<file path="config.mk">
export PLATFORM = sky130hd
export DESIGN_NAME = tac_config_bank
export DESIGN_NICKNAME = d
export VERILOG_FILES = /design/src/rtl/tac_pkg.sv /design/src/rtl/tac_cfg_if.sv /design/src/rtl/tac_field_decode.sv /design/src/rtl/tac_config_bank.sv
export SDC_FILE = /design/constraint.sdc
export NUM_CORES = 1
export LEC_CHECK = 0
export BUFFER_PORTS_ARGS = -buffer_cell sky130_fd_sc_hd__buf_2
export CAP_MARGIN = 20
export CORE_MARGIN = 3
export CORE_UTILIZATION = 53
export CTS_CLUSTER_SIZE = 16
export DETAILED_ROUTE_END_ITERATION = 7
export PLACE_DENSITY = 0.87
export SYNTH_ARGS = -nofsm -noshare
export SYNTH_HDL_FRONTEND = slang
export SYNTH_SLANG_ARGS = --single-unit
export TNS_END_PERCENT = 1
</file>
<file path="constraint.sdc">
create_clock -name CLK -period 3.2 [get_ports CLK]
set_input_delay 0.64 -clock CLK [delete_from_list [all_inputs] [get_ports CLK]]
set_output_delay 0.64 -clock CLK [all_outputs]
set_load 0.02 [all_outputs]
</file>
<file path="src/rtl/tac_pkg.sv">
// Purpose: Shared constants for the trapezoidal algorithm configuration bank
// Assumes: APB with 32-bit data, one aligned word per register
// Notes:   Printed offsets are word indices; byte address is four times each

package tac_pkg;

  // ****************************************************************
  // Register map
  // ****************************************************************
  localparam logic [9:0]  PROFILE_IDX      = 10'h098;
  localparam logic [9:0]  CFG_ONE_IDX      = 10'h09A;
  localparam logic [11:0] PROFILE_ADDR     = {PROFILE_IDX, 2'b00};
  localparam logic [11:0] CFG_ONE_ADDR     = {CFG_ONE_IDX, 2'b00};
  localparam logic [31:0] PROFILE_RESET    = 32'h00000000;
  localparam logic [31:0] CFG_ONE_RESET    = 32'h00000000;
  localparam logic [31:0] UNMAPPED_READ    = 32'h00000000;

  // ****************************************************************
  // Profile field positions (least significant bit of each), step count and step stride
  // ****************************************************************
  localparam int STEP_COUNT     = 5;
  localparam int STEP3_LSB      = 19;
  localparam int STEP_STRIDE    = 3;
  localparam int ADVANCE_LSB    = 5;
  localparam int PARITY_BIT     = 31;

  // ****************************************************************
  // Config-one field positions
  // ****************************************************************
  localparam int HANDOVER_LSB   = 22;
  localparam int NEG_LIMIT_LSB  = 16;
  localparam int HYST_BIT       = 15;
  localparam int BEMF_LSB       = 10;
  localparam int CYCLE_LSB      = 7;
  localparam int XANGLE_LSB     = 2;
  localparam int DIVIDER_LSB    = 0;

  // ****************************************************************
  // Decoded value scales
  // ****************************************************************
  localparam logic [12:0] BEMF_STEP     = 13'h00C8;
  localparam logic [4:0]  CYCLE_BASE    = 5'h02;
  localparam logic [4:0]  CYCLE_STEP    = 5'h03;
  localparam logic [3:0]  ADVANCE_STEP  = 4'h5;

endpackage

</file>
<file path="src/rtl/tac_cfg_if.sv">
// Purpose: Carries stored words and decoded values between bank and decoder
// Assumes: Single clock domain, purely combinational decode
// Notes:   Duty values are in hundredths of a percent

`timescale 1ns/100ps
`default_nettype none

interface tac_cfg_if;
  logic               [31:0] profile;
  logic               [31:0] config_one;
  logic               [13:0] duty [tac_pkg::STEP_COUNT];
  logic               [3:0]  advance;
  logic signed        [7:0]  neg_limit;
  logic signed        [7:0]  pos_limit;
  logic               [4:0]  hysteresis;
  logic               [12:0] bemf;
  logic               [4:0]  cycles;
  logic               [3:0]  xangle;
  logic               [3:0]  divider;

  modport bank (output profile, config_one,
                input  duty, advance, neg_limit, pos_limit, hysteresis,
                       bemf, cycles, xangle, divider);
  modport dec  (input  profile, config_one,
                output duty, advance, neg_limit, pos_limit, hysteresis,
                       bemf, cycles, xangle, divider);
endinterface // tac_cfg_if

`default_nettype wire

</file>
<file path="src/rtl/tac_field_decode.sv">
// Purpose: Turns stored field codes into the values the algorithm uses
// Assumes: Codes come from the register bank over the carrier interface
// Notes:   Combinational; the bank registers every result

`timescale 1ns/100ps
`default_nettype none

module tac_field_decode (
  tac_cfg_if.dec cfg  // Stored words in, decoded values out
);

  function automatic logic [13:0] duty_of(input logic [2:0] code);
    case (code)
      3'h0:    duty_of = 14'h0000;
      3'h1:    duty_of = 14'h1388;
      3'h2:    duty_of = 14'h1D4C;
      3'h3:    duty_of = 14'h20B7;
      3'h4:    duty_of = 14'h222E;
      3'h5:    duty_of = 14'h249F;
      3'h6:    duty_of = 14'h2616;
      default: duty_of = 14'h26AC;
    endcase
  endfunction

  function automatic logic signed [7:0] neg_of(input logic [2:0] code);
    case (code)
      3'h0:    neg_of = 8'sh00;
      3'h1:    neg_of = -8'sh28;
      3'h2:    neg_of = -8'sh1E;
      3'h3:    neg_of = -8'sh14;
      3'h4:    neg_of = -8'sh0A;
      3'h5:    neg_of = 8'sh0A;
      3'h6:    neg_of = 8'sh14;
      default: neg_of = 8'sh1E;
    endcase
  endfunction

  function automatic logic [3:0] xangle_of(input logic [1:0] code);
    case (code)
      2'h0:    xangle_of = 4'h5;
      2'h1:    xangle_of = 4'h8;
      2'h2:    xangle_of = 4'hC;
      default: xangle_of = 4'hF;
    endcase
  endfunction

  // ****************************************************************
  // Duty steps 3 to 7
  // ****************************************************************
  genvar i;
  generate
    for (i = 0; i < tac_pkg::STEP_COUNT; i++) begin : g_step
      assign cfg.duty[i] = duty_of(
        cfg.profile[tac_pkg::STEP3_LSB - tac_pkg::STEP_STRIDE*i +: 3]);
    end
  endgenerate

  assign cfg.advance = 4'(cfg.profile[tac_pkg::ADVANCE_LSB +: 2]) * tac_pkg::ADVANCE_STEP;

  // ****************************************************************
  // Surge guard and start-up values
  // ****************************************************************
  wire logic [4:0] hyst_val = cfg.config_one[tac_pkg::HYST_BIT] ? 5'h0A : 5'h14;

  assign cfg.neg_limit  = neg_of(cfg.config_one[tac_pkg::NEG_LIMIT_LSB +: 3]);
  assign cfg.hysteresis = hyst_val;
  assign cfg.pos_limit  = cfg.neg_limit + $signed({3'h0, hyst_val});
  assign cfg.bemf    = 13'(cfg.config_one[tac_pkg::BEMF_LSB +: 5]) * tac_pkg::BEMF_STEP;
  assign cfg.cycles  = tac_pkg::CYCLE_BASE
                       + 5'(cfg.config_one[tac_pkg::CYCLE_LSB +: 3]) * tac_pkg::CYCLE_STEP;
  assign cfg.xangle  = xangle_of(cfg.config_one[tac_pkg::XANGLE_LSB +: 2]);
  // divider is a power of two
  assign cfg.divider = 4'h1 << cfg.config_one[tac_pkg::DIVIDER_LSB +: 2];

endmodule // tac_field_decode

`default_nettype wire

</file>
<file path="src/rtl/tac_config_bank.sv">
// Purpose: APB register bank for the duty profile and algorithm config one
// Assumes: APB master on CLK; no wait states, ready in the first access cycle
// Notes:   Decoded outputs trail the stored words by one clock
// Notes on behaviour
// - Profile bits 21..19 hold the step-3 duty code on the eight-level duty scale.
// - Profile bits 18..16 hold the step-4 duty code on the same duty scale.
// - Profile bits 15..13, 12..10 and 9..7 hold steps 5, 6 and 7 on the same scale.
// - Profile bits 6..5 select a lead advance of 0, 5, 10 or 15 degrees.
// - Config one sits at index 9Ah and resets to all zeros.
// - Config one bits 18..16 give the surge negative limit 0,-40,-30,-20,-10,10,20,30.
// - Config one bit 15 gives hysteresis 20 or 10; positive limit is hysteresis plus negative.
// - Config one bits 14..10 times 200 give the back-EMF threshold.
// - Config one bits 9..7 give 2, 5, 8 .. 23 detect cycles.
// - Config one bits 3..2 give the open-loop crossing angle 5, 8, 12 or 15 degrees.
// - Config one bits 1..0 give a start-up rate divider of 1, 2, 4 or 8.
// - The profile sits at index 98h and resets to all zeros.
//
// Design decision made here: register access over APB.

`timescale 1ns/100ps
`default_nettype none

module tac_config_bank (
  input  wire logic               CLK,                             // Core clock, 125 MHz
  input  wire logic               RESETN,                          // Async reset, low
  input  wire logic               PSEL,                            // APB select
  input  wire logic               PENABLE,                         // APB access phase
  input  wire logic               PWRITE,                          // APB write
  input  wire logic        [11:0] PADDR,                           // APB byte address
  input  wire logic        [31:0] PWDATA,                          // APB write data
  input  wire logic        [3:0]  PSTRB,                           // APB byte strobes
  output var  logic        [31:0] PRDATA,                          // APB read data
  output var  logic               PREADY,                          // APB ready
  output var  logic               PSLVERR,                         // APB error
  output var  logic        [13:0] TRI_DUTY_S3,                     // Step 3 duty, 0.01 %
  output var  logic        [13:0] TRI_DUTY_S4,                     // Step 4 duty, 0.01 %
  output var  logic        [13:0] TRI_DUTY_S5,                     // Step 5 duty, 0.01 %
  output var  logic        [13:0] TRI_DUTY_S6,                     // Step 6 duty, 0.01 %
  output var  logic        [13:0] TRI_DUTY_S7,                     // Step 7 duty, 0.01 %
  output var  logic        [3:0]  WIDE_MOD_ANGLE_ADVANCE,          // Advance, degrees
  output var  logic        [1:0]  OPEN_LOOP_HANDOVER_COUNT,        // Raw handover code
  output var  logic signed [7:0]  SURGE_GUARD_NEGATIVE_LIMIT,      // Negative limit value
  output var  logic signed [7:0]  SURGE_GUARD_POSITIVE_LIMIT,      // Positive limit value
  output var  logic        [4:0]  SURGE_GUARD_HYSTERESIS,          // Hysteresis value
  output var  logic        [12:0] INITIAL_SPEED_BACKEMF_THRESHOLD, // Back-EMF threshold
  output var  logic        [4:0]  INITIAL_SPEED_CYCLE_THRESHOLD,   // Detect cycles
  output var  logic        [3:0]  OPEN_LOOP_CROSSING_ANGLE,        // Angle, degrees
  output var  logic        [3:0]  QUICK_LAUNCH_RATE_DIVIDER        // Rate divider
);

  // ****************************************************************
  // Stored words and decoder
  // ****************************************************************
  tac_cfg_if cfg ();

  logic [31:0] profile;
  logic [31:0] config_one;

  assign cfg.profile    = profile;
  assign cfg.config_one = config_one;

  tac_field_decode u_decode (
    .cfg (cfg.dec)
  );

  // ****************************************************************
  // APB decode
  // ****************************************************************
  wire logic        setup_phase = PSEL & ~PENABLE;
  wire logic        access_done = PSEL & PENABLE & PREADY;
  wire logic        hit_profile = (PADDR == tac_pkg::PROFILE_ADDR);
  wire logic        hit_cfg_one = (PADDR == tac_pkg::CFG_ONE_ADDR);
  wire logic        mapped      = hit_profile | hit_cfg_one;
  wire logic        wr_profile  = access_done & PWRITE & hit_profile;
  wire logic        wr_cfg_one  = access_done & PWRITE & hit_cfg_one;
  wire logic [31:0] wmask       = {{8{PSTRB[3]}}, {8{PSTRB[2]}},
                                   {8{PSTRB[1]}}, {8{PSTRB[0]}}};

  wire logic [31:0] next_profile    = (profile & ~wmask) | (PWDATA & wmask);
  wire logic [31:0] next_config_one = (config_one & ~wmask) | (PWDATA & wmask);

  wire logic [31:0] read_word = hit_profile ? profile
                              : hit_cfg_one ? config_one
                              : tac_pkg::UNMAPPED_READ;

  // ****************************************************************
  // Registers
  // ****************************************************************
  // profile word, zero at reset
  always_ff @(posedge CLK or negedge RESETN) begin
    if (!RESETN) begin
      profile <= tac_pkg::PROFILE_RESET;
    end else if (wr_profile) begin
      profile <= next_profile;
    end
  end

  // config one word, zero at reset
  always_ff @(posedge CLK or negedge RESETN) begin
    if (!RESETN) begin
      config_one <= tac_pkg::CFG_ONE_RESET;
    end else if (wr_cfg_one) begin
      config_one <= next_config_one;
    end
  end

  // No wait state: ready and read data are prepared in the setup cycle
  always_ff @(posedge CLK or negedge RESETN) begin
    if (!RESETN) begin
      PREADY  <= 1'b0;
      PSLVERR <= 1'b0;
      PRDATA  <= 32'h00000000;
    end else begin
      PREADY  <= setup_phase;
      PSLVERR <= setup_phase & ~mapped;
      PRDATA  <= (setup_phase & ~PWRITE) ? read_word : 32'h00000000;
    end
  end

  // ****************************************************************
  // Registered decoded outputs and the raw handover code
  // ****************************************************************
  always_ff @(posedge CLK or negedge RESETN) begin
    if (!RESETN) begin
      TRI_DUTY_S3                     <= 14'h0000;
      TRI_DUTY_S4                     <= 14'h0000;
      TRI_DUTY_S5                     <= 14'h0000;
      TRI_DUTY_S6                     <= 14'h0000;
      TRI_DUTY_S7                     <= 14'h0000;
      WIDE_MOD_ANGLE_ADVANCE          <= 4'h0;
      OPEN_LOOP_HANDOVER_COUNT        <= 2'h0;
      SURGE_GUARD_NEGATIVE_LIMIT      <= 8'sh00;
      SURGE_GUARD_POSITIVE_LIMIT      <= 8'sh14;
      SURGE_GUARD_HYSTERESIS          <= 5'h14;
      INITIAL_SPEED_BACKEMF_THRESHOLD <= 13'h0000;
      INITIAL_SPEED_CYCLE_THRESHOLD   <= 5'h02;
      OPEN_LOOP_CROSSING_ANGLE        <= 4'h5;
      QUICK_LAUNCH_RATE_DIVIDER       <= 4'h1;
    end else begin
      TRI_DUTY_S3                     <= cfg.duty[0];
      TRI_DUTY_S4                     <= cfg.duty[1];
      TRI_DUTY_S5                     <= cfg.duty[2];
      TRI_DUTY_S6                     <= cfg.duty[3];
      TRI_DUTY_S7                     <= cfg.duty[4];
      WIDE_MOD_ANGLE_ADVANCE          <= cfg.advance;
      OPEN_LOOP_HANDOVER_COUNT        <= config_one[tac_pkg::HANDOVER_LSB +: 2];
      SURGE_GUARD_NEGATIVE_LIMIT      <= cfg.neg_limit;
      SURGE_GUARD_POSITIVE_LIMIT      <= cfg.pos_limit;
      SURGE_GUARD_HYSTERESIS          <= cfg.hysteresis;
      INITIAL_SPEED_BACKEMF_THRESHOLD <= cfg.bemf;
      INITIAL_SPEED_CYCLE_THRESHOLD   <= cfg.cycles;
      OPEN_LOOP_CROSSING_ANGLE        <= cfg.xangle;
      QUICK_LAUNCH_RATE_DIVIDER       <= cfg.divider;
    end
  end

  // ****************************************************************
  // Checks
  // ****************************************************************
  property p_step3_duty;
    @(posedge CLK) disable iff (!RESETN)
    profile[21:19] == 3'h3 |=> TRI_DUTY_S3 == 14'h20B7;
  endproperty
  a_step3_duty: assert property (p_step3_duty)
    else $error("step 3 duty decode wrong");

  property p_step4_duty;
    @(posedge CLK) disable iff (!RESETN)
    profile[18:16] == 3'h7 |=> TRI_DUTY_S4 == 14'h26AC;
  endproperty
  a_step4_duty: assert property (p_step4_duty)
    else $error("step 4 duty decode wrong");

  property p_step7_duty;
    @(posedge CLK) disable iff (!RESETN)
    profile[9:7] == 3'h1 && profile[15:13] == 3'h7
      |=> TRI_DUTY_S7 == 14'h1388 && TRI_DUTY_S5 == 14'h26AC;
  endproperty
  a_step7_duty: assert property (p_step7_duty)
    else $error("step 5 or 7 duty decode wrong");

  property p_advance;
    @(posedge CLK) disable iff (!RESETN)
    profile[6:5] == 2'h3 |=> WIDE_MOD_ANGLE_ADVANCE == 4'hF;
  endproperty
  a_advance: assert property (p_advance)
    else $error("angle advance decode wrong");

  property p_cfg_readback;
    @(posedge CLK) disable iff (!RESETN)
    setup_phase && !PWRITE && PADDR == tac_pkg::CFG_ONE_ADDR
      |=> PREADY && !PSLVERR && PRDATA == $past(config_one);
  endproperty
  a_cfg_readback: assert property (p_cfg_readback)
    else $error("config one readback wrong");

  property p_neg_limit;
    @(posedge CLK) disable iff (!RESETN)
    config_one[18:16] == 3'h1 |=> SURGE_GUARD_NEGATIVE_LIMIT == -8'sh28;
  endproperty
  a_neg_limit: assert property (p_neg_limit)
    else $error("surge negative limit wrong");

  property p_pos_limit;
    @(posedge CLK) disable iff (!RESETN)
    config_one[18:15] == 4'h0 ##1 config_one[18:15] == 4'h0
      |-> SURGE_GUARD_POSITIVE_LIMIT == 8'sh14 && SURGE_GUARD_HYSTERESIS == 5'h14;
  endproperty
  a_pos_limit: assert property (p_pos_limit)
    else $error("surge positive limit wrong");

  property p_bemf;
    @(posedge CLK) disable iff (!RESETN)
    config_one[14:10] == 5'h1F |=> INITIAL_SPEED_BACKEMF_THRESHOLD == 13'h1838;
  endproperty
  a_bemf: assert property (p_bemf)
    else $error("back-EMF threshold wrong");

  property p_cycles;
    @(posedge CLK) disable iff (!RESETN)
    config_one[9:7] == 3'h7 |=> INITIAL_SPEED_CYCLE_THRESHOLD == 5'h17;
  endproperty
  a_cycles: assert property (p_cycles)
    else $error("cycle threshold wrong");

  property p_xangle;
    @(posedge CLK) disable iff (!RESETN)
    config_one[3:2] == 2'h2 |=> OPEN_LOOP_CROSSING_ANGLE == 4'hC;
  endproperty
  a_xangle: assert property (p_xangle)
    else $error("crossing angle wrong");

  property p_divider;
    @(posedge CLK) disable iff (!RESETN)
    config_one[1:0] == 2'h3 |=> QUICK_LAUNCH_RATE_DIVIDER == 4'h8;
  endproperty
  a_divider: assert property (p_divider)
    else $error("rate divider wrong");

  property p_profile_write;
    @(posedge CLK) disable iff (!RESETN)
    access_done && PWRITE && PADDR == tac_pkg::PROFILE_ADDR && PSTRB == 4'hF
      |=> profile == $past(PWDATA);
  endproperty
  a_profile_write: assert property (p_profile_write)
    else $error("profile write not stored");

  property p_cfg_hold;
    @(posedge CLK) disable iff (!RESETN)
    !(access_done && PWRITE && PADDR == tac_pkg::CFG_ONE_ADDR)
      |=> config_one == $past(config_one);
  endproperty
  a_cfg_hold: assert property (p_cfg_hold)
    else $error("config one changed without write");

  property p_parity_bit;
    @(posedge CLK) disable iff (!RESETN)
    wr_cfg_one && PSTRB[3] |=> config_one[31] == $past(PWDATA[31]);
  endproperty
  a_parity_bit: assert property (p_parity_bit)
    else $error("top bit not writable");

  property p_unmapped;
    @(posedge CLK) disable iff (!RESETN)
    setup_phase && !mapped |=> PSLVERR && PREADY && PRDATA == 32'h00000000;
  endproperty
  a_unmapped: assert property (p_unmapped)
    else $error("unmapped access not flagged");

  property p_step6_duty;
    @(posedge CLK) disable iff (!RESETN)
    profile[12:10] == 3'h5 |=> TRI_DUTY_S6 == 14'h249F;
  endproperty
  a_step6_duty: assert property (p_step6_duty)
    else $error("step 6 duty decode wrong");

  property p_pos_limit_low_hyst;
    @(posedge CLK) disable iff (!RESETN)
    config_one[18:15] == 4'hB
      |=> SURGE_GUARD_POSITIVE_LIMIT == 8'sh14 && SURGE_GUARD_HYSTERESIS == 5'h0A;
  endproperty
  a_pos_limit_low_hyst: assert property (p_pos_limit_low_hyst)
    else $error("low hysteresis limit wrong");

  property p_neg_limit_top;
    @(posedge CLK) disable iff (!RESETN)
    config_one[18:16] == 3'h7 |=> SURGE_GUARD_NEGATIVE_LIMIT == 8'sh1E;
  endproperty
  a_neg_limit_top: assert property (p_neg_limit_top)
    else $error("top negative limit wrong");

  property p_handover;
    @(posedge CLK) disable iff (!RESETN)
    config_one[23:22] == 2'h3 |=> OPEN_LOOP_HANDOVER_COUNT == 2'h3;
  endproperty
  a_handover: assert property (p_handover)
    else $error("handover code not passed");

  property p_divider_one;
    @(posedge CLK) disable iff (!RESETN)
    config_one[1:0] == 2'h0 |=> QUICK_LAUNCH_RATE_DIVIDER == 4'h1;
  endproperty
  a_divider_one: assert property (p_divider_one)
    else $error("unit divider wrong");

  property p_cfg_write;
    @(posedge CLK) disable iff (!RESETN)
    wr_cfg_one && PSTRB == 4'hF |=> config_one == $past(PWDATA);
  endproperty
  a_cfg_write: assert property (p_cfg_write)
    else $error("config one write not stored");

  property p_profile_hold;
    @(posedge CLK) disable iff (!RESETN)
    !wr_profile |=> profile == $past(profile);
  endproperty
  a_profile_hold: assert property (p_profile_hold)
    else $error("profile changed without write");

  property p_empty_strobe;
    @(posedge CLK) disable iff (!RESETN)
    access_done && PWRITE && PSTRB == 4'h0
      |=> profile == $past(profile) && config_one == $past(config_one);
  endproperty
  a_empty_strobe: assert property (p_empty_strobe)
    else $error("empty strobe changed a word");

  property p_ready_pulse;
    @(posedge CLK) disable iff (!RESETN)
    PREADY |=> !PREADY;
  endproperty
  a_ready_pulse: assert property (p_ready_pulse)
    else $error("ready held too long");

  property p_err_only_ready;
    @(posedge CLK) disable iff (!RESETN)
    PSLVERR |-> PREADY;
  endproperty
  a_err_only_ready: assert property (p_err_only_ready)
    else $error("error without ready");

  property p_rdata_idle;
    @(posedge CLK) disable iff (!RESETN)
    !PREADY |-> PRDATA == 32'h00000000;
  endproperty
  a_rdata_idle: assert property (p_rdata_idle)
    else $error("read data outside access");

endmodule // tac_config_bank

`default_nettype wire

</file>
==> results.py, run 1 <==
metrics = {
    "outcome": {
        "run_status": "completed",
    },
    "synth": {
        "ys.flop_type": "dfrtp_1",
        "synth_seq_area_share_pct": 61.6,
        "synthArstFlopShare_pct": 100,
        "synth-warning-count": 0,
        "synth_cell_types": 41,
        "ys_seq_elements": 200,
        "synth_area_mm2": 0.00814,
        "syn_inst": 584,
        "synth_edf_count": 0,
        "syn_avg_cell_area_um2": 13.9,
    },
    "finish": {
        "layout.nets": 846,
        "drive_above_1_share_pct": 42.5,
        "insertedDiodeCount": 0,
        "final_core_util_pct": 66.0,
        "multi_input_area_mm2": 0.00273,
        "fill_cells": 1056,
        "regArea_mm2": 0.00501,
        "syn2layout_area_growth_pct": 20.1,
    },
    "clocking": {
        "cts_made_buffers": 17,
        "ctsHoldBuffers": 0,
        "cts.sinks": 200,
        "clkLatencyLatePin_ps": 440,
        "postCtsSetupBuffers": 0,
        "h-tree-depth": 4,
        "cts_root_buffer": "clkbuf_16",
        "clk_pin_slew_worst_paths_ps": 70,
        "ctsResizeCount": 0,
        "cts_tree": "built",
        "clk_path_buf_depth": 2,
    },
    "grt": {
        "gr-usage-met1_pct": 24.9,
        "grt-busiest-layer": "met2",
        "grt_pass1_vias": 4978,
        "grt_start_max_net_pins": 69,
        "grt_use_met2_pct": 32.2,
        "grt_use_total_pct": 19.5,
        "antenna_found_initial": 0,
        "grt_pass1_wl_mm": 25.2,
        "grt.overflow.total": 0,
        "met3_usage_pct": 5.44,
    },
    "timing": {
        "fmax_mhz": 397,
        "slew_viol_final": 0,
        "fin_crit_ps": 2520,
        "finClkSkew_ps": 12.2,
        "tightest_slew_ps": 570,
        "hold_viol": 0,
        "rsz0062_at_grt": "no",
        "max-slew-margin-rel_pct": 62.0,
        "tns_ps": 0,
        "setup_viol": 0,
        "period_share_pct": 78.7,
    },
    "job": {
        "drv_cap": 0,
    },
    "power": {
        "ir_drop_v": 0.000353,
        "p_int_mw": 3.82,
        "clkPwrFrac_pct": 45.3,
        "power.sequential.fraction_pct": 52.2,
        "pwr-share-comb_pct": 2.5,
        "p_per_area_mw_per_mm2": 495,
        "p_leak_nw": 5.51,
        "power.switching_mw": 1.02,
        "p_total_mw": 4.84,
        "swShare_pct": 21.2,
    },
    "critical_path": {
        "cpMostUsedCell": "ha_1",
        "path_class": "flop to flop",
        "path_depth": 9,
        "path_cells": "inv_1 -> ha_1 -> inv_1 -> ha_1 -> ha_1 -> ha_1 -> and3_1 -> a221oi_1 -> xnor2_1",
        "reg2reg_slack_ps": 680,
        "cpPeakStageDelay_ps": 450,
        "cp_max_fo": 6,
        "required_ps": 3510,
        "worst_r2r_path_depth": 9,
        "arrival_ps": 2820,
        "crit_buf_inv": 2,
        "start_kind": "flop",
        "endpoint_kind": "flop",
        "path_delay_family": "adder cells",
        "cpMaxStageDelayCell": "dfrtp_1",
    },
    "floorplanning": {
        "io_pins": 210,
        "num_rows": 44,
        "fp.coreArea_mm2": 0.0148,
        "die_area_mm2": 0.0169,
        "die_w_um": 130,
        "die_h_um": 130,
        "start_util_pct": 55.0,
    },
    "place": {
        "place_congestion": 0.787,
        "dp.final_hpwl_mm": 11.1,
        "port_buffers": 203,
    },
    "detailed_routing": {
        "ant_nets": 0,
        "wl_mm": 15.8,
        "wl_per_cell_um": 16.5,
        "initialDrtViolationCount": 193,
        "viasPerCell": 5.11,
        "num_vias": 4904,
        "drt_drc_violations_left": 0,
        "dr.pass1.iters": 4,
    },
    "hold_path": {
        "min_path_type": "input port to async pin",
    },
}
routing by layer:
layer	routed length, um	share of wire, %
met3	831	5.2
met2	7870	50
met5	0	0
met4	328	2.1
met1	6810	43
cell families after synthesis:
family	Yosys count	share of synthesized area [%]
multiplexers	67	12.2
buffers and inverters	78	5.39
XOR/XNOR	27	2.90
AO/OA/AOI/OAI	64	5.42
other	1	0.0460
adder cells (fa/ha/maj)	31	4.95
AND/OR/NAND/NOR	116	7.53
flip-flops	200	61.6
cells in the mapped netlist (all sizes together) (3+ instances only):
library cell	count	share of area, %
ha	29	4.5
a21o	4	0.37
xor2	10	1.1
dfstp	7	2.3
clkbuf	19	0.88
a22oi	33	3.0
dfrtp	193	59
o21ai	6	0.37
nand2	25	1.2
a21oi	11	0.68
nor2	38	1.8
and3	9	0.69
mux2	66	12
inv	19	0.88
and2	3	0.23
xnor2	17	1.8
nor4	3	0.57
nor2b	5	0.38
buf	40	3.6
or2	6	0.46
nand2b	19	1.5
o21a	4	0.37
through the flow:
| stage | hold WS, ps | setup WS [ps] | instance area, um^2 | cells |
|---|---|---|---|---|
| after detailed placement | 397 | 382 | 9170 | 927 |
| after CTS | 206 | 675 | 9780 | 959 |
| final | 202 | 683 | 9780 | 959 |
| after floorplan | 344 | 854 | 8160 | 589 |
| after global placement | 388 | 462 | 9170 | 927 |
| after global routing | 231 | 546 | 9780 | 959 |
power groups by stage:
stage               Sequential, mW  Combinational [mW]  Clock, mW
detailed placement            2.58               0.126          0
global placement              2.58               0.122          0
floorplan                     2.58              0.0246          0
CTS                           2.53               0.126       2.23
finish                        2.53               0.122       2.19
global route                  2.53               0.138       2.34
cell usage in the layout (no fill, tap or decap), types with 3 or more instances in the layout:
cell         n
buf_2      202
dfrtp_1    193
mux2_4      64
nor2_1      38
a22oi_1     33
ha_1        29
nand2_1     25
nand2b_1    19
inv_1       19
xnor2_1     17
clkbuf_16   17
a21oi_1     11
xor2_1      10
and3_1       9
buf_4        8
dfstp_2      7
or2_2        6
o21ai_0      6
conb_1       6
nor2b_1      5
clkbuf_8     5
inv_6        5
o21a_1       4
a21o_1       4
and2_1       3
nor4_4       3
worst paths after layout:
check | startpoint | end
worst max register to register | flop | INITIAL_SPEED_BACKEMF_THRESHOLD[12]
worst min register to register | flop | OPEN_LOOP_HANDOVER_COUNT[1]
min in group CLK | PENABLE | PREADY
worst max-delay path | flop | INITIAL_SPEED_BACKEMF_THRESHOLD[12]
worst min-delay path | RESETN | INITIAL_SPEED_BACKEMF_THRESHOLD[10]
max in group asynchronous | RESETN | QUICK_LAUNCH_RATE_DIVIDER[0]
cell type report:
cell class | count | share of cell area [%]
Multi-Input combinational cell | 311 | 27.9
Inverter | 19 | 0.729
Tap cell | 184 | 2.35
Clock buffer | 22 | 4.95
Timing Repair Buffer | 213 | 11.5
Clock inverter | 10 | 1.32
Sequential cell | 200 | 51.3
(Power assumes the default switching activity.)
==> run 2: changes to the inputs <==
- CORE_UTILIZATION: 53 -> 48
- PLACE_DENSITY: 0.87 -> 0.83
- clock period: 3.2 -> 2.1 ns (I/O delays scaled with it)
==> run 2 against run 1 <==
Setup slack got worse by 640 ps. Power increased by 49%. Highest routed layer unchanged. Core utilization decreased by 2.9 points. Final area increased by 4.9%. Wire length increased by 6.7%.
==> results.py, run 2 (synthesized netlist as in run 1, its figures left out) <==
metrics = {
    "detailed_routing": {
        "viasPerCell": 4.88,
        "drt_drc_violations_left": 0,
        "wl_per_cell_um": 16.6,
        "wl_mm": 16.9,
        "ant_nets": 0,
        "initialDrtViolationCount": 264,
        "dr.pass1.iters": 4,
        "num_vias": 4971,
    },
    "floorplanning": {
        "io_pins": 210,
        "die_h_um": 136,
        "die_area_mm2": 0.0186,
        "num_rows": 46,
        "fp.coreArea_mm2": 0.0162,
        "die_w_um": 136,
        "start_util_pct": 50.2,
    },
    "clocking": {
        "cts_made_buffers": 17,
        "h-tree-depth": 4,
        "clk_path_buf_depth": 2,
        "cts.sinks": 200,
        "clk_pin_slew_worst_paths_ps": 60,
        "clkLatencyLatePin_ps": 430,
        "cts_tree": "built",
        "cts_root_buffer": "clkbuf_16",
    },
    "timing": {
        "setup_viol": 0,
        "fmax_mhz": 485,
        "hold_viol": 0,
        "finClkSkew_ps": 7.98,
        "slew_viol_final": 0,
        "tightest_slew_ps": 596,
        "max-slew-margin-rel_pct": 60.2,
        "fin_crit_ps": 2060,
        "period_share_pct": 98.2,
        "rsz0062_at_grt": "yes",
        "fin_ws_ps": 38.8,
    },
    "finish": {
        "layout_commonest_cell": "buf_2",
        "drive_above_1_share_pct": 46.3,
        "finalNonFillerCells": 1019,
        "insertedDiodeCount": 0,
        "layout_common_cells": "buf_2 (202), dfrtp_1 (192), mux2_4 (64)",
        "fill_cells": 1237,
        "final_core_util_pct": 63.2,
        "syn2layout_area_growth_pct": 25.9,
        "layout.nets": 874,
    },
    "power": {
        "p_per_area_mw_per_mm2": 704,
        "p_leak_nw": 5.64,
        "p_total_mw": 7.22,
        "ir_drop_v": 0.000534,
    },
    "critical_path": {
        "reg2reg_to": "INITIAL_SPEED_BACKEMF_THRESHOLD[12]",
        "cp_max_fo": 2,
        "arrival_ps": 2400,
        "start_kind": "flop",
        "endpoint_kind": "flop",
        "reg2reg_slack_ps": 40,
        "path_class": "flop to flop",
        "required_ps": 2440,
        "worst_r2r_path_depth": 8,
    },
    "job": {
        "drv_cap": 0,
    },
    "hold_path": {
        "min_path_type": "input port to async pin",
    },
    "grt": {
        "grt_start_max_net_pins": 73,
        "grt_pass1_wl_mm": 26.5,
        "grt_use_total_pct": 18.5,
        "grt.overflow.total": 0,
        "grt_pass1_vias": 5108,
        "antenna_found_initial": 0,
    },
    "place": {
        "port_buffers": 203,
        "dp.cells": 984,
        "place_congestion": 0.782,
        "preCtsSetupSlack_ps": -234,
        "dp.final_hpwl_mm": 12.0,
    },
    "outcome": {
        "run_status": "completed",
    },
}
==> run 2: critical path: stages, from the launching register on <==
cell      delay, ps
dfrtp_1         430
ha_4            280
inv_2            40
ha_4            260
ha_4            190
ha_4            230
and3_4          140
a221oi_2        230
xnor2_1         160
==> run 2: area by class of cell <==
type                       instances  area (um^2)  area share [%]
sequential                       200         5010            48.9
multi-input combinational        311         2860            27.9
timing repair buffer             241         1460            14.2
clock buffer                      24          492            4.79
tap                              216          270            2.64
clock inverter                     8         85.1           0.830
inverter                          19         71.3           0.695
==> run 2: layer usage <==
metal	GRT usage, %	wire [um]	share of wire (%)
met5	0	0	0
met4	5.71	227	1.3
met3	4.85	1140	6.8
met2	31.2	8570	51
met1	23.5	6960	41
==> run 2: power breakdown <==
group / internal [mW] / switching, mW / total, mW
combinational: 0.0656 / 0.135 / 0.200
clock: 1.78 / 1.39 / 3.17
sequential: 3.85 / 0.00111 / 3.86
total: 5.70 / 1.52 / 7.22
==> run 2: repair_timing <==
item / 4_1_cts / 5_1_grt
hold buffers: 0 / 0
buffers inserted: 2 / 1
resized for setup: 5 / 10
setup endpoints to repair: 2 / 4
pin swaps: 6 / 10
==> run 2: worst max-delay path by stage <==
stage,to,slack [ps],cells after the start
after global placement,flop,-210,7
after floorplan,flop,-30,5
after CTS,INITIAL_SPEED_BACKEMF_THRESHOLD[12],-10,8
after global routing,INITIAL_SPEED_BACKEMF_THRESHOLD[12],-20,9
after detailed placement,flop,-230,7
final,INITIAL_SPEED_BACKEMF_THRESHOLD[12],40,8
==> run 2: stage by stage <==
step | cell area, um^2 | hold WS [ps] | TNS, ps
floorplan | 8210 | 124 | -1660
global placement | 9560 | 392 | -12180
detailed placement | 9560 | 407 | -14760
CTS | 10200 | 24.8 | -11.9
global route | 10300 | 34.1 | -19.8
finish | 10300 | 12.7 | 0
==> run 3: changes to the inputs <==
- REMOVE_ABC_BUFFERS: unset -> 1
==> run 3 against run 2 <==
The run now ends with setup timing left. Critical path depth rose by 1. Sequential share of layout area fell by 0.12 points. Largest power group unchanged. Power rose by 0.80%. Fmax fell by 2.7%. Cell count rose by 0.20%. Largest cell class unchanged. Sequential power barely moved. Hold slack improved by 160 ps. Combinational power barely moved. Count of clock-buffer cells in the layout fell by 7.
==> results.py, run 3 (synthesized netlist as in run 1, its figures left out) <==
metrics = {
    "timing": {
        "fmax_mhz": 472,
        "fin_crit_ps": 2120,
        "tns_ps": -17.5,
        "period_share_pct": 101,
        "whs_ps": 176,
        "fin_ws_ps": -17.5,
        "hold_viol": 0,
        "setup_viol": 1,
        "slew_viol_final": 0,
        "rsz0062_at_grt": "yes",
        "finClkSkew_ps": 8.59,
    },
    "detailed_routing": {
        "ant_nets": 0,
        "dr.pass1.iters": 4,
        "num_vias": 5035,
        "viasPerCell": 4.93,
        "wl_mm": 17.1,
        "wl_per_cell_um": 16.7,
        "initialDrtViolationCount": 201,
        "drt_drc_violations_left": 0,
    },
    "critical_path": {
        "cp_max_fo": 3,
        "arrival_ps": 2470,
        "start_kind": "flop",
        "endpoint_kind": "flop",
        "path_class": "flop to flop",
        "required_ps": 2460,
    },
    "floorplanning": {
        "start_util_pct": 50.2,
        "io_pins": 210,
        "die_area_mm2": 0.0186,
        "num_rows": 46,
        "die_h_um": 136,
        "die_w_um": 136,
        "fp.coreArea_mm2": 0.0162,
    },
    "finish": {
        "final_core_util_pct": 63.3,
        "fill_cells": 1200,
        "layout_common_cells": "buf_2 (202), dfrtp_1 (193), mux2_4 (64)",
        "drive_above_1_share_pct": 46.5,
        "insertedDiodeCount": 0,
        "layout_commonest_cell": "buf_2",
        "syn2layout_area_growth_pct": 26.2,
        "layout.nets": 876,
    },
    "hold_path": {
        "min_path_type": "input port to flop",
    },
    "clocking": {
        "clk_pin_slew_worst_paths_ps": 70,
        "cts_tree": "built",
        "cts_made_buffers": 17,
        "cts.sinks": 200,
        "h-tree-depth": 4,
        "clk_path_buf_depth": 2,
        "clkLatencyLatePin_ps": 430,
        "cts_root_buffer": "clkbuf_16",
    },
    "outcome": {
        "run_status": "complete, but fails checks",
        "violations": "setup timing",
    },
    "job": {
        "drv_cap": 0,
    },
    "grt": {
        "grt_pass1_vias": 5165,
        "grt_start_max_net_pins": 48,
        "grt_pass1_wl_mm": 26.9,
        "grt_use_total_pct": 18.9,
        "antenna_found_initial": 0,
        "grt.overflow.total": 0,
    },
    "power": {
        "p_per_area_mw_per_mm2": 708,
        "p_leak_nw": 5.65,
        "ir_drop_v": 0.000552,
        "p_total_mw": 7.28,
    },
    "place": {
        "place_congestion": 0.816,
        "port_buffers": 203,
        "dp.final_hpwl_mm": 12.2,
        "preCtsSetupSlack_ps": -318,
    },
}
## run 3: changes by cell type in the layout (fill, tap and decap cells not counted), sizes merged
cell | previous run | this run
buf | 240 | 241
clkbuf | 25 | 18
inv | 22 | 28
dlygate4sd3 | 0 | 1
clkinv | 3 | 4
## run 3: worst paths after layout
check / from / endpoint / slack (ps) / depth (start not counted)
max: flop / INITIAL_SPEED_BACKEMF_THRESHOLD[12] / -20 / 9
min: PENABLE / PREADY / 180 / 2
max reg2reg: flop / INITIAL_SPEED_BACKEMF_THRESHOLD[12] / -20 / 9
min reg2reg: flop / WIDE_MOD_ANGLE_ADVANCE[2] / 410 / 0
max in group asynchronous: RESETN / QUICK_LAUNCH_RATE_DIVIDER[0] / 960 / 3
min in group asynchronous: RESETN / async pin / 490 / 2
## run 3: worst max-delay path, stage by stage (launching register included)
cell and delay, ps:
dfrtp_1 410, inv_2 60, ha_4 270, inv_2 50, ha_4 240, ha_4 270
ha_4 190, and3_4 170, a221oi_4 230, xnor2_1 150
## run 3: stage by stage
step           instances  cell area (um^2)
5_1_grt             1021             10300
2_1_floorplan        530              7790
6_report            1021             10300
3_3_place_gp         987              9540
3_5_place_dp         987              9540
4_1_cts             1021             10300
## run 3: report_power, final
group	internal [mW]	switching (mW)	total [mW]
logic	0.0641	0.136	0.200
registers	3.85	0.00132	3.85
clock network	1.69	1.53	3.23
total	5.61	1.67	7.28
## run 3: cell type report
cell class	count	area, um^2	share of cell area (%)
multi-input combinational	311	2860	27.8
tap	216	270	2.63
timing repair buffer	243	1480	14.4
inverter	19	71.3	0.694
clock inverter	15	158	1.53
clock buffer	17	425	4.14
sequential	200	5010	48.8
## run 3: per-layer routing
metal | share of wire (%) | GRT usage (%)
met3 | 6.6 | 4.74
met2 | 51 | 32.4
met1 | 41 | 23.6
met4 | 1.4 | 6.05
met5 | 0 | 0
## run 3: what timing repair did
action                                  4_1_cts  5_1_grt
resized for setup                            14        3
pin swaps                                     7        1
endpoints found under the setup margin        2        4
endpoints found under the hold margin        41        0
setup buffers                                 1        0
hold buffers                                  1        0
